--- config.mk ---
export PLATFORM = sky130hd
export DESIGN_NAME = sadc_sequencer
export DESIGN_NICKNAME = d
export VERILOG_FILES = /design/src/shared/sadc_pkg.sv /design/src/sadc_sequencer.sv
export VERILOG_INCLUDE_DIRS = /design/src /design/src/shared
export SDC_FILE = /design/constraint.sdc
export NUM_CORES = 1
export LEC_CHECK = 0
export ABC_AREA = 1
export BUFFER_PORTS_ARGS = -buffer_cell sky130_fd_sc_hd__buf_2
export CAP_MARGIN = 5
export CORE_MARGIN = 3
export CORE_UTILIZATION = 30
export CTS_CLUSTER_DIAMETER = 200
export DETAILED_ROUTE_END_ITERATION = 12
export PLACE_DENSITY = 0.57
export SLEW_MARGIN = 20
export SYNTH_ARGS = -nofsm -noshare
export SYNTH_HDL_FRONTEND = slang
export SYNTH_SLANG_ARGS = --single-unit
export TNS_END_PERCENT = 1
--- constraint.sdc ---
create_clock -name hclk -period 4.04 [get_ports hclk]
set_input_delay 0.202 -clock hclk [delete_from_list [all_inputs] [get_ports hclk]]
set_output_delay 0.202 -clock hclk [all_outputs]
set_load 0.02 [all_outputs]
--- src/shared/sadc_consts.svh ---
// Register offsets, field positions, reset values and timing counts for the converter sequencer
`ifndef SADC_CONSTS_SVH
`define SADC_CONSTS_SVH
`define SADC_OFF_CTRL0      8'h00
`define SADC_OFF_PINCFG     8'h04
`define SADC_OFF_CTRL2      8'h08
`define SADC_OFF_RESH       8'h0c
`define SADC_OFF_RESL       8'h10
`define SADC_OFF_FLAGS      8'h14
`define SADC_CTRL0_RESET    8'h00
`define SADC_PINCFG_RESET   8'h00
`define SADC_CTRL2_RESET    8'h00
`define SADC_BIT_ENABLE     0
`define SADC_BIT_GO         1
`define SADC_BIT_JUSTIFY    7
`define SADC_CONV_TADS      4'd11
`define SADC_GAP_TADS       4'd2
`define SADC_CLK_PERIOD_NS  10
`define SADC_RC_TAD_NS      4000
`define SADC_RC_DIV         (`SADC_RC_TAD_NS / `SADC_CLK_PERIOD_NS)
`define SADC_FULL_SCALE     10'h3ff
`endif

--- src/shared/sadc_pkg.sv ---
// Types for the converter sequencer
package sadc_pkg;
    typedef enum logic [3:0] {
        SADC_IDLE = 4'b0001,
        SADC_ACQ  = 4'b0010,
        SADC_CONV = 4'b0100,
        SADC_GAP  = 4'b1000
    } sadc_state_t;

    typedef struct packed {
        logic [2:0] ch;
        logic       go;
        logic       en;
    } sadc_ctrl0_t;

    typedef struct packed {
        logic       justify;
        logic [2:0] acq;
        logic [2:0] clk;
    } sadc_ctrl2_t;

    typedef struct packed {
        sadc_state_t  st;
        sadc_ctrl0_t  c0;
        logic [6:0]   pcfg;
        sadc_ctrl2_t  c2;
        logic         done_flag;
        logic [11:0]  div;
        logic         conversion_bit_period;
        logic [4:0]   tcnt;
        logic         delay;
        logic [9:0]   sar;
        logic         ap_valid;
        logic         ap_write;
        logic [7:0]   ap_addr;
        logic [31:0]  rdata;
        logic [6:0]   pin_meta;
        logic [6:0]   pin_sync;
    } sadc_state_vec_t;
endpackage

--- src/sadc_sequencer.sv ---
// Successive-approximation converter sequencer with AHB-Lite register slave
//
// Notes on behaviour
// - Channel select codes 0..6 route inputs zero to six; code 7 selects none.
// - Converting with channel code 7 returns full-scale result.
// - Go bit reads one while acquiring or converting, zero when idle.
// - Enable bit 0 of control register 0 turns converter on or off.
// - Pin config bit one means digital; zero means analog, digital input reads zero.
// - Nonzero acquisition code samples 2..20 bit periods after go, then converts.
// - Acquisition code zero converts as soon as go is set.
// - Clock select picks oscillator divide 2..64 or internal RC for x11.
// - Conversion takes 11 bit periods.
// - On completion load result, clear go, set done flag.
// - After completion sampling of the selected channel resumes.
// - Two bit periods wait after conversion before next acquisition.
// - Reset returns registers to reset values and aborts conversion.
// - Result pair is not initialised by reset.
// - Go stays set across acquisition and conversion with no phase indication.
// - Clearing go during conversion aborts and keeps the previous result.
// - With acquisition code zero, conversion start is delayed one hclk cycle.
`timescale 1ns/1ps
`include "sadc_consts.svh"
module sadc_sequencer (
    input  wire logic        hclk,
    input  wire logic        hresetn,
    input  wire logic        hsel,
    input  wire logic [31:0] haddr,
    input  wire logic [1:0]  htrans,
    input  wire logic        hwrite,
    input  wire logic [2:0]  hsize,
    input  wire logic [31:0] hwdata,
    input  wire logic        hready,
    output logic      [31:0] hrdata,
    output logic             hreadyout,
    output logic             hresp,
    input  wire logic        comparator_in,
    input  wire logic [6:0]  pin_digital_in,
    output logic      [6:0]  pin_digital_value,
    output logic      [6:0]  pin_analog_mode,
    output logic      [6:0]  channel_route,
    output logic             sample_enable,
    output logic      [9:0]  dac_code,
    output logic             conversion_done_flag,
    output logic             converter_enable
);
    sadc_pkg::sadc_state_vec_t s_r;
    sadc_pkg::sadc_state_vec_t s_nxt;
    logic [9:0] result_r;
    logic       load_result;
    logic [9:0] final_code;
    logic [11:0] div_limit;
    logic [4:0]  acq_tads;
    logic        wr_phase;

    // Divider terminal count per clock select
    always_comb begin
        case (s_r.c2.clk)
            3'b000:  div_limit = 12'd1;
            3'b100:  div_limit = 12'd3;
            3'b001:  div_limit = 12'd7;
            3'b101:  div_limit = 12'd15;
            3'b010:  div_limit = 12'd31;
            3'b110:  div_limit = 12'd63;
            default: div_limit = 12'(`SADC_RC_DIV - 1);
        endcase
    end

    always_comb begin
        case (s_r.c2.acq)
            3'b001:  acq_tads = 5'd2;
            3'b010:  acq_tads = 5'd4;
            3'b011:  acq_tads = 5'd6;
            3'b100:  acq_tads = 5'd8;
            3'b101:  acq_tads = 5'd12;
            3'b110:  acq_tads = 5'd16;
            3'b111:  acq_tads = 5'd20;
            default: acq_tads = 5'd0;
        endcase
    end

    assign wr_phase = s_r.ap_valid && s_r.ap_write;

    always_comb begin
        s_nxt       = s_r;
        load_result = 1'b0;
        final_code  = s_r.sar;
        s_nxt.pin_meta = pin_digital_in;
        s_nxt.pin_sync = s_r.pin_meta;

        // Bit period enable pulse
        s_nxt.conversion_bit_period = 1'b0;
        if (!s_r.c0.en || s_r.st == sadc_pkg::SADC_IDLE) begin
            s_nxt.div = 12'd0;
        end else if (s_r.div >= div_limit) begin
            s_nxt.div = 12'd0;
            s_nxt.conversion_bit_period = 1'b1;
        end else begin
            s_nxt.div = s_r.div + 12'd1;
        end

        // Register writes in data phase
        if (wr_phase) begin
            case (s_r.ap_addr)
                `SADC_OFF_CTRL0: begin
                    s_nxt.c0.en = hwdata[`SADC_BIT_ENABLE];
                    s_nxt.c0.ch = hwdata[4:2];
                    s_nxt.c0.go = hwdata[`SADC_BIT_GO] && hwdata[`SADC_BIT_ENABLE] && s_r.c0.en;
                end
                `SADC_OFF_PINCFG: s_nxt.pcfg = hwdata[6:0];
                `SADC_OFF_CTRL2: begin
                    s_nxt.c2.justify = hwdata[`SADC_BIT_JUSTIFY];
                    s_nxt.c2.acq     = hwdata[5:3];
                    s_nxt.c2.clk     = hwdata[2:0];
                end
                `SADC_OFF_FLAGS: s_nxt.done_flag = hwdata[0];
                default: ;
            endcase
        end

        case (s_r.st)
            sadc_pkg::SADC_IDLE: begin
                if (s_r.c0.go && s_r.c0.en) begin
                    s_nxt.tcnt = 5'd0;
                    s_nxt.sar  = 10'h200;
                    if (s_r.c2.acq == 3'b000) begin
                        s_nxt.delay = 1'b1;
                        s_nxt.st    = sadc_pkg::SADC_CONV;
                    end else begin
                        s_nxt.st = sadc_pkg::SADC_ACQ;
                    end
                end
            end
            sadc_pkg::SADC_ACQ: begin
                if (s_r.conversion_bit_period) begin
                    s_nxt.tcnt = s_r.tcnt + 5'd1;
                    if (s_r.tcnt + 5'd1 >= acq_tads) begin
                        s_nxt.tcnt = 5'd0;
                        s_nxt.st   = sadc_pkg::SADC_CONV;
                    end
                end
            end
            sadc_pkg::SADC_CONV: begin
                if (s_r.delay) begin
                    s_nxt.delay = 1'b0;
                    s_nxt.tcnt  = 5'd0;
                    s_nxt.div   = 12'd0;
                end else if (s_r.conversion_bit_period) begin
                    s_nxt.tcnt = s_r.tcnt + 5'd1;
                    // One bit per period, MSB first, first period settles
                    if (s_r.tcnt >= 5'd1 && s_r.tcnt <= 5'd10) begin
                        for (int i = 0; i < 10; i++) begin
                            if (5'(i + 1) == s_r.tcnt) begin
                                // Comparator follows dac_code on this clock; a synchroniser would go stale at 2 clocks
                                s_nxt.sar[9 - i] = comparator_in;
                                if (i < 9) begin
                                    s_nxt.sar[8 - i] = 1'b1;
                                end
                            end
                        end
                    end
                    if (s_r.tcnt + 5'd1 >= 5'({1'b0, `SADC_CONV_TADS})) begin
                        load_result     = 1'b1;
                        s_nxt.c0.go     = 1'b0;
                        s_nxt.done_flag = 1'b1;
                        s_nxt.tcnt      = 5'd0;
                        s_nxt.st        = sadc_pkg::SADC_GAP;
                    end
                end
                final_code = (s_r.c0.ch == 3'b111) ? `SADC_FULL_SCALE : s_nxt.sar;
            end
            sadc_pkg::SADC_GAP: begin
                if (s_r.conversion_bit_period) begin
                    s_nxt.tcnt = s_r.tcnt + 5'd1;
                    if (s_r.tcnt + 5'd1 >= 5'({1'b0, `SADC_GAP_TADS})) begin
                        s_nxt.tcnt = 5'd0;
                        s_nxt.st   = sadc_pkg::SADC_IDLE;
                    end
                end
            end
            default: s_nxt.st = sadc_pkg::SADC_IDLE;
        endcase

        // Software abort yields to completion in the same cycle, result untouched; disable always forces idle
        if ((!s_nxt.c0.go || !s_nxt.c0.en) && !load_result &&
            (s_r.st == sadc_pkg::SADC_ACQ || s_r.st == sadc_pkg::SADC_CONV)) begin
            s_nxt.c0.go = 1'b0;
            s_nxt.tcnt  = 5'd0;
            s_nxt.delay = 1'b0;
            s_nxt.st    = s_nxt.c0.en ? sadc_pkg::SADC_GAP : sadc_pkg::SADC_IDLE;
        end
        if (!s_nxt.c0.en) begin
            s_nxt.st = sadc_pkg::SADC_IDLE;
            s_nxt.c0.go = 1'b0;
        end
        // Hardware set wins over software clear
        if (load_result) begin
            s_nxt.done_flag = 1'b1;
        end

        // Address phase capture
        if (hready) begin
            s_nxt.ap_valid = hsel && htrans[1];
            s_nxt.ap_write = hwrite;
            s_nxt.ap_addr  = haddr[7:0];
        end else begin
            s_nxt.ap_valid = 1'b0;
        end
        if (hready && hsel && htrans[1] && !hwrite) begin
            case (haddr[7:0])
                `SADC_OFF_CTRL0:  s_nxt.rdata = {27'h0, s_nxt.c0.ch, s_nxt.c0.go, s_nxt.c0.en};
                `SADC_OFF_PINCFG: s_nxt.rdata = {25'h0, s_nxt.pcfg};
                `SADC_OFF_CTRL2:  s_nxt.rdata = {24'h0, s_nxt.c2.justify, 1'b0, s_nxt.c2.acq, s_nxt.c2.clk};
                `SADC_OFF_RESH:   s_nxt.rdata = s_r.c2.justify ? {30'h0, result_r[9:8]}
                                                               : {24'h0, result_r[9:2]};
                `SADC_OFF_RESL:   s_nxt.rdata = s_r.c2.justify ? {24'h0, result_r[7:0]}
                                                               : {24'h0, result_r[1:0], 6'h00};
                `SADC_OFF_FLAGS:  s_nxt.rdata = {31'h0, s_nxt.done_flag};
                default:          s_nxt.rdata = 32'h0;
            endcase
        end
    end

    always_ff @(posedge hclk or negedge hresetn) begin
        if (!hresetn) begin
            s_r <= '{st: sadc_pkg::SADC_IDLE, c0: 5'(`SADC_CTRL0_RESET), pcfg: 7'(`SADC_PINCFG_RESET),
                     c2: 7'(`SADC_CTRL2_RESET), default: '0};
        end else begin
            s_r <= s_nxt;
        end
    end

    // Result pair holds across reset, loaded only on completion
    always_ff @(posedge hclk) begin
        if (load_result) begin
            result_r <= final_code;
        end
    end

    always_comb begin
        channel_route = 7'h00;
        if (s_r.c0.en && s_r.c0.ch != 3'b111) begin
            channel_route[s_r.c0.ch] = 1'b1;
        end
    end

    assign hrdata               = s_r.rdata;
    assign hreadyout            = 1'b1;
    assign hresp                = 1'b0;
    assign pin_analog_mode      = ~s_r.pcfg;
    assign pin_digital_value    = s_r.pin_sync & s_r.pcfg;
    assign sample_enable        = s_r.c0.en && (s_r.st == sadc_pkg::SADC_IDLE || s_r.st == sadc_pkg::SADC_ACQ);
    assign dac_code             = s_r.sar;
    assign conversion_done_flag = s_r.done_flag;
    assign converter_enable     = s_r.c0.en;
endmodule

# --- After elaboration in Yosys (flattened, before gate mapping) ---
# Cells that the tools add are included.
totals:
  ff_bits: 119
  inputBits: 82
  out_inout_bits: 68
  wordCells: 198
op_classes:
  addsub: 2
  magnitude_cmp: 8
  eq_ne: 50
  muxes: 81
  bitwise_logic: 2
  n_reduce_logical: 34
ops:
  columns: ["cell", "count"]
  rows:
  - ["$pmux W9 S6", 1]
  - ["$mux W10", 5]
  - ["$pmux W8 S6", 1]
  - ["$mux W4", 10]
  - ["$mux W5", 8]
  - ["$mux W12", 3]
  - ["$pmux W5 S7", 1]
  - ["$mux W2", 17]
  - ["$eq A3 B3 Y1 const B", 8]
  - ["$eq A8 B4 Y1 const B", 3]
  - ["$eq A8 B5 Y1 const B", 3]
  - ["$ne A4 B3 Y1 const B", 6]
  - ["$pmux W11 S2", 1]
  - ["$mux W1", 21]
  - ["$mux W7", 3]
  - ["$eq A3 B5 Y1 const A", 4]
  - ["$mux W20", 1]
  - ["$pmux W5 S4", 1]
  - ["$eq A8 B3 Y1 const B", 2]
  - ["$logic_not A8 Y1", 2]
  - ["$mux W16", 1]
  - ["$mux W8", 2]
  - ["$pmux W4 S4", 1]
  - ["$eq A4 B5 Y1 const A", 3]
  - ["39 further kinds", 69]

# --- Logic depth before layout (Yosys ltp) ---
logic_depth:
  ltp_word: 24
  depth_mapped: 17
  mapped_depth_nobuf: 17

# --- Least setup slack after synthesis ---
# OpenSTA, ideal clock, no wires.
synth_path:
  path_kind: "flip-flop to flip-flop"
  startpoint: "reg s_r[67] (netlist name)"
  endpoint: "reg s_r[68] (netlist name)"
  setup_ps: 77
  arrival_ps: 2204
  required_ps: 3963
  setup_slack_ps: 1759
  path_stages_with_launch: 15
  path_buffers: 0
  synth_period_minus_slack_ps: 2281
  cell_sequence: "dfrtp_1 -> ha_1 -> nand3_1 -> xor2_2 -> inv_1 -> ha_1 -> a21oi_1 -> nand3_1 -> nor2_1 -> inv_1 -> nand2_1 -> nand2_2 -> inv_1 -> nand2_1 -> o21ai_1"
synth_via:
  elab_chain_cells: 12
  elab_cells_between_ends: 32
synth_rtl:
  columns: ["item", "line", "text"]
  rows:
  - ["start, declared", "sadc_sequencer.sv:46", "sadc_pkg::sadc_state_vec_t s_r;"]
  - ["start signal, assigned", "sadc_sequencer.sv:225", "s_r <= '{st: sadc_pkg::SADC_IDLE, c0: 5'(`SADC_CTRL0_RESET), pcfg: 7'(`SADC_PINCFG_RESET),"]
  - ["start signal, assigned", "sadc_sequencer.sv:228", "s_r <= s_nxt;"]
  - ["$add A5 B1 Y5 *", null, null]
  - ["$ge A5 B4 Y1", "sadc_sequencer.sv:161", "if (s_r.tcnt + 5'd1 >= 5'({1'b0, `SADC_CONV_TADS})) begin"]
  - ["$mux W1", "sadc_sequencer.sv:161", null]
  - ["$mux W1", "sadc_sequencer.sv:147", "end else if (s_r.conversion_bit_period) begin"]
  - ["$mux W1", "sadc_sequencer.sv:143", "if (s_r.delay) begin"]
  - ["$mux W1", "sadc_sequencer.sv:120", "case (s_r.st)"]
  - ["$logic_not A1 Y1", "sadc_sequencer.sv:184", "if ((!s_nxt.c0.go || !s_nxt.c0.en) && !load_result &&"]
  - ["$logic_or A1 B1 Y1", "sadc_sequencer.sv:184", null]
  - ["$logic_and A1 B1 Y1 (2 in a row)", "sadc_sequencer.sv:184", null]
  - ["$ne A4 B3 Y1 (no line) (tied with other cells)", null, null]
  - ["$reduce_and A5 Y1 (no line)", null, null]
# Mark *: on every way between the ends. The rest lies on a longest branch, timed or not. The select of a mux whose other input is x is not followed.
# A chain may end at the register's enable or synchronous reset.

# --- Worst setup path after layout ---
layout_path:
  startpoint: "reg s_r[67] (netlist name)"
  endpoint: "reg s_r[70] (netlist name)"
# The elaborated chain is that of the path after synthesis.

==> results.md <==
* Critical Path Start Type: flop
* CP max FO at 8
* I/O pin total at 150
* Vias in the first global route at 4,260
* Via/cell ratio at 4.49
* Hold Vio Cnt, Final at 0
* Multi-input logic area at 2450 sq um
* Power share of the clock group at 30.0%
* Die Wd at 141 microns
* Total negative slack at 0 ns
* Flops & latches, synth at 95
* RR Endpoint: s_r[70]
* Internal power at 1.71 mW
* Syn. warnings at 0
* Grt peak-use layer: met2
* Unrepaired setup endpoints after global routing: false
* Design area at 6200 sq um
* Vias at 4,383
* Overflow after GRT at 0
* Synth Area in Simple Gates at 27.4%
* Kind of critical path: reg -> reg
* Worst r2r src: s_r[67]
* Slowest-stage cell, CP: dfrtp_1
* Reg clk slew, reported paths at 0.07 ns
* DP HPWL at 9980 microns
* Worst skew pair latency at 0.35 ns
* Post-synthesis compound-gate area fraction at 10.6%
* Hold/Removal Path Class: in -> reg
* Fill cells at 1,877
* Yosys top cell by area: dfrtp_1
* Layout cells sized above 1 at 16.5%
* Layout Nets at 845
* Post-Route WL at 13,000 microns
* Pin count of the biggest net entering global routing at 56
* Most used cell, CP: inv_1
* CTS tree: built
* Synth Area in Adders at 3.65%
* Hold EP: s_r[52]
* Total leakage power at 3.19 nW
* Largest family of logic cells by synthesized area: simple AND/OR/NAND/NOR gates
* Grt met1 use at 19.9%
* Hold path depth at 3
* Cell area after synthesis at 5490 sq um
* CTS Buf Count at 9
* Switching Share at 36.2%
* Clock sinks at 95
* Number of diodes at 0
* Post-synthesis mux area share at 0%
* Crit-path cells: ha_1 -> nand3_1 -> xor2_2 -> inv_1 -> ha_1 -> a21oi_1 -> nand3_1 -> nor2_1 -> inv_1 -> nand2_1 -> nand2_2 -> inv_1 -> nand2_1 -> o21ai_1
* Initial antenna violation count at 0
* Die area at 20,000 sq um
* Clock tree buffer depth at 2
* Tmin final at 2.66 ns
* Final setup fails at 0
* First-pass GRT wire length at 21,500 microns
* Highest cell delay on the worst timing path at 0.51 ns
* Die Ht at 141 microns
* Area Growth Syn to Fin at 13.0%
* Detailed-route DRC error count at 0
* Final ANT Viol Nets at 0
* Synth area leaders: dfrtp_1 (38%), nand2_1 (12%), buf_4 (6.3%)
* Status: finished, final reports clean
* Fin. max-slew vios at 0
* Worst slew pin tran at 0.760 ns
* Peak Freq at 0.376 GHz
* Final period utilization at 65.7%
* CP arrival at 2.93 ns
* Rel. slew slack at 48.9%
* Post-Synth XOR/XNOR Area at 1.09%
* Net Switching at 0.974 mW
* Wirelength per Cell at 13.3 microns
* Reg2reg setup slack at 1.38 ns
* Total track usage at 13.5%
* Hold Crit Start: haddr[6]
* Placed cell areas at 5850 sq um
* Worst Setup End Kind: flop
* Placer congestion estimate at 0.863
* 1st-pass router iterations at 5
* Top cell type's share of synthesized area at 38.3%
* Synth cell types at 50
* Starting density of the core at 31.2%
* Initial DRC Count at 237
* Root Driver: clkbuf_16
* Core footprint at 17,600 sq um
* Sequential share of the synthesized area at 44.2%
* Rows at 48
* Pwr/cell area at 433 nW/um^2
* Average cell area after synthesis at 8.03 sq um
* Buffers added on ports at 71
* Max IR drop VDD at 0.242 mV
* CP required at 4.31 ns
* Final Power at 2.69 mW
* FF+latch area at 2430 sq um
* Synth Instances at 684
* Combinational Power Share at 29.0%
* MaxCap Viol Count at 0
* Met2 GRT Util at 19.9%
* H-tree depth at 3
* Cells on worst reg2reg path at 14
* Clock skew at 0.0120 ns
* Sequential share of power at 41.0%
* Post-CTS Repair Setup Buffers at 0
* Met3 usage at 3.34%
power by group through the flow:
stage | combinational [mW] | clock [mW] | sequential (mW)
detailed placement | 0.779 | 0 | 1.12
global placement | 0.775 | 0 | 1.12
floorplan | 0.617 | 0 | 1.11
finish | 0.779 | 0.807 | 1.10
global route | 0.891 | 0.874 | 1.11
CTS | 0.789 | 0.839 | 1.10
synthesized netlist by cell type, drive strengths merged:
library cell and n:
nand2 186, inv 86, dfrtp 84, nor2 66, o21ai 57, buf 52, nand3 40, a21oi 18
ha 16, o211ai 12, nor3 11, edfxtp 10, nand4 6, or2 5, nand3b 4, nor4 4
xor2 4, clkbuf 2, conb 2, nor3b 2, o21a 2, o21bai 2, xnor2 2, a211oi 1
a21boi 1, a22o 1, a31oi 1, and2 1, and3 1, clkinv 1, dfstp 1, o22a 1
o22ai 1, or4 1
registers in the layout (all words and copies together), names as in the netlist:
signal,count
converter_enable,1
s_r,58
conversion_done_flag,1
result_r,10
dac_code,10
s_nxt,7
hrdata,8
worst max-delay path, delay by kind of cell, from the launching register on:
family / cells / cell delay [ns]
buffers and inverters: 3 / 0.28
AO/OA/AOI/OAI: 2 / 0.28
AND/OR/NAND/NOR: 6 / 0.70
flip-flops: 1 / 0.51
adder cells (fa/ha/maj): 2 / 0.59
XOR/XNOR: 1 / 0.23
cells in the final DEF, fill, tap and decap left out, drive strengths merged, types with 6 or more instances in the layout:
cell type    synthesis  final
nand2              186    186
nand3               40     40
ha                  16     16
inv                 86     89
edfxtp              10     10
buf                 52     72
nor3                11     11
a21oi               18     18
o211ai              12     12
dfrtp               84     84
clkbuf               2     11
conb                 2     28
dlygate4sd3          0      8
o21ai               57     57
nor2                66     66
nand4                6      6
cell type report:
type,count,share of cell area [%]
multi-input combinational,474,39.5
sequential,95,39.1
clock buffer,11,3.75
inverter,87,5.26
tap,225,4.54
timing repair buffer,80,7.18
clock inverter,5,0.625
what timing repair did:
item | 4_1_cts | 5_1_grt
gates resized for setup | 0 | 0
hold buffers | 8 | 0
hold endpoints to repair | 61 | 0
layer usage:
layer / share of wire, % / vias up
li1: - / 2251
met1: 50 / 2019
met2: 44 / 101
met3: 5.2 / 12
met4: 1.1 / 0
met5: 0 / -
worst max path at each step:
stage | startpoint | end | slack (ns)
finish | s_r[67] | s_r[70] | 1.38
global route | s_r[67] | s_r[70] | 1.10
CTS | s_r[67] | s_r[68] | 1.38
detailed placement | s_r[67] | s_r[68] | 1.44
global placement | s_r[67] | s_r[70] | 1.43
floorplan | s_r[67] | s_r[68] | 1.76
kinds of logic (layout without fill, tap and decap cells):
family / after synthesis / in the layout
AO/OA/AOI/OAI: 97 / 97
XOR/XNOR: 6 / 6
adder cells (fa/ha/maj): 16 / 16
buffers and inverters: 141 / 183
flip-flops: 95 / 95
other: 2 / 28
AND/OR/NAND/NOR: 327 / 327
stage by stage:
step	setup WS [ns]	util (%)	hold slack [ns]	std cells
4_1_cts	1.38	35.3	0.0529	977
5_1_grt	1.10	35.3	0.0750	977
6_report	1.38	35.3	0.0693	977
3_3_place_gp	1.43	33.3	0.311	953
3_5_place_dp	1.44	33.3	0.312	953
2_1_floorplan	1.76	-	-0.0936	710
Note: power is estimated with default switching activity, not from simulation.
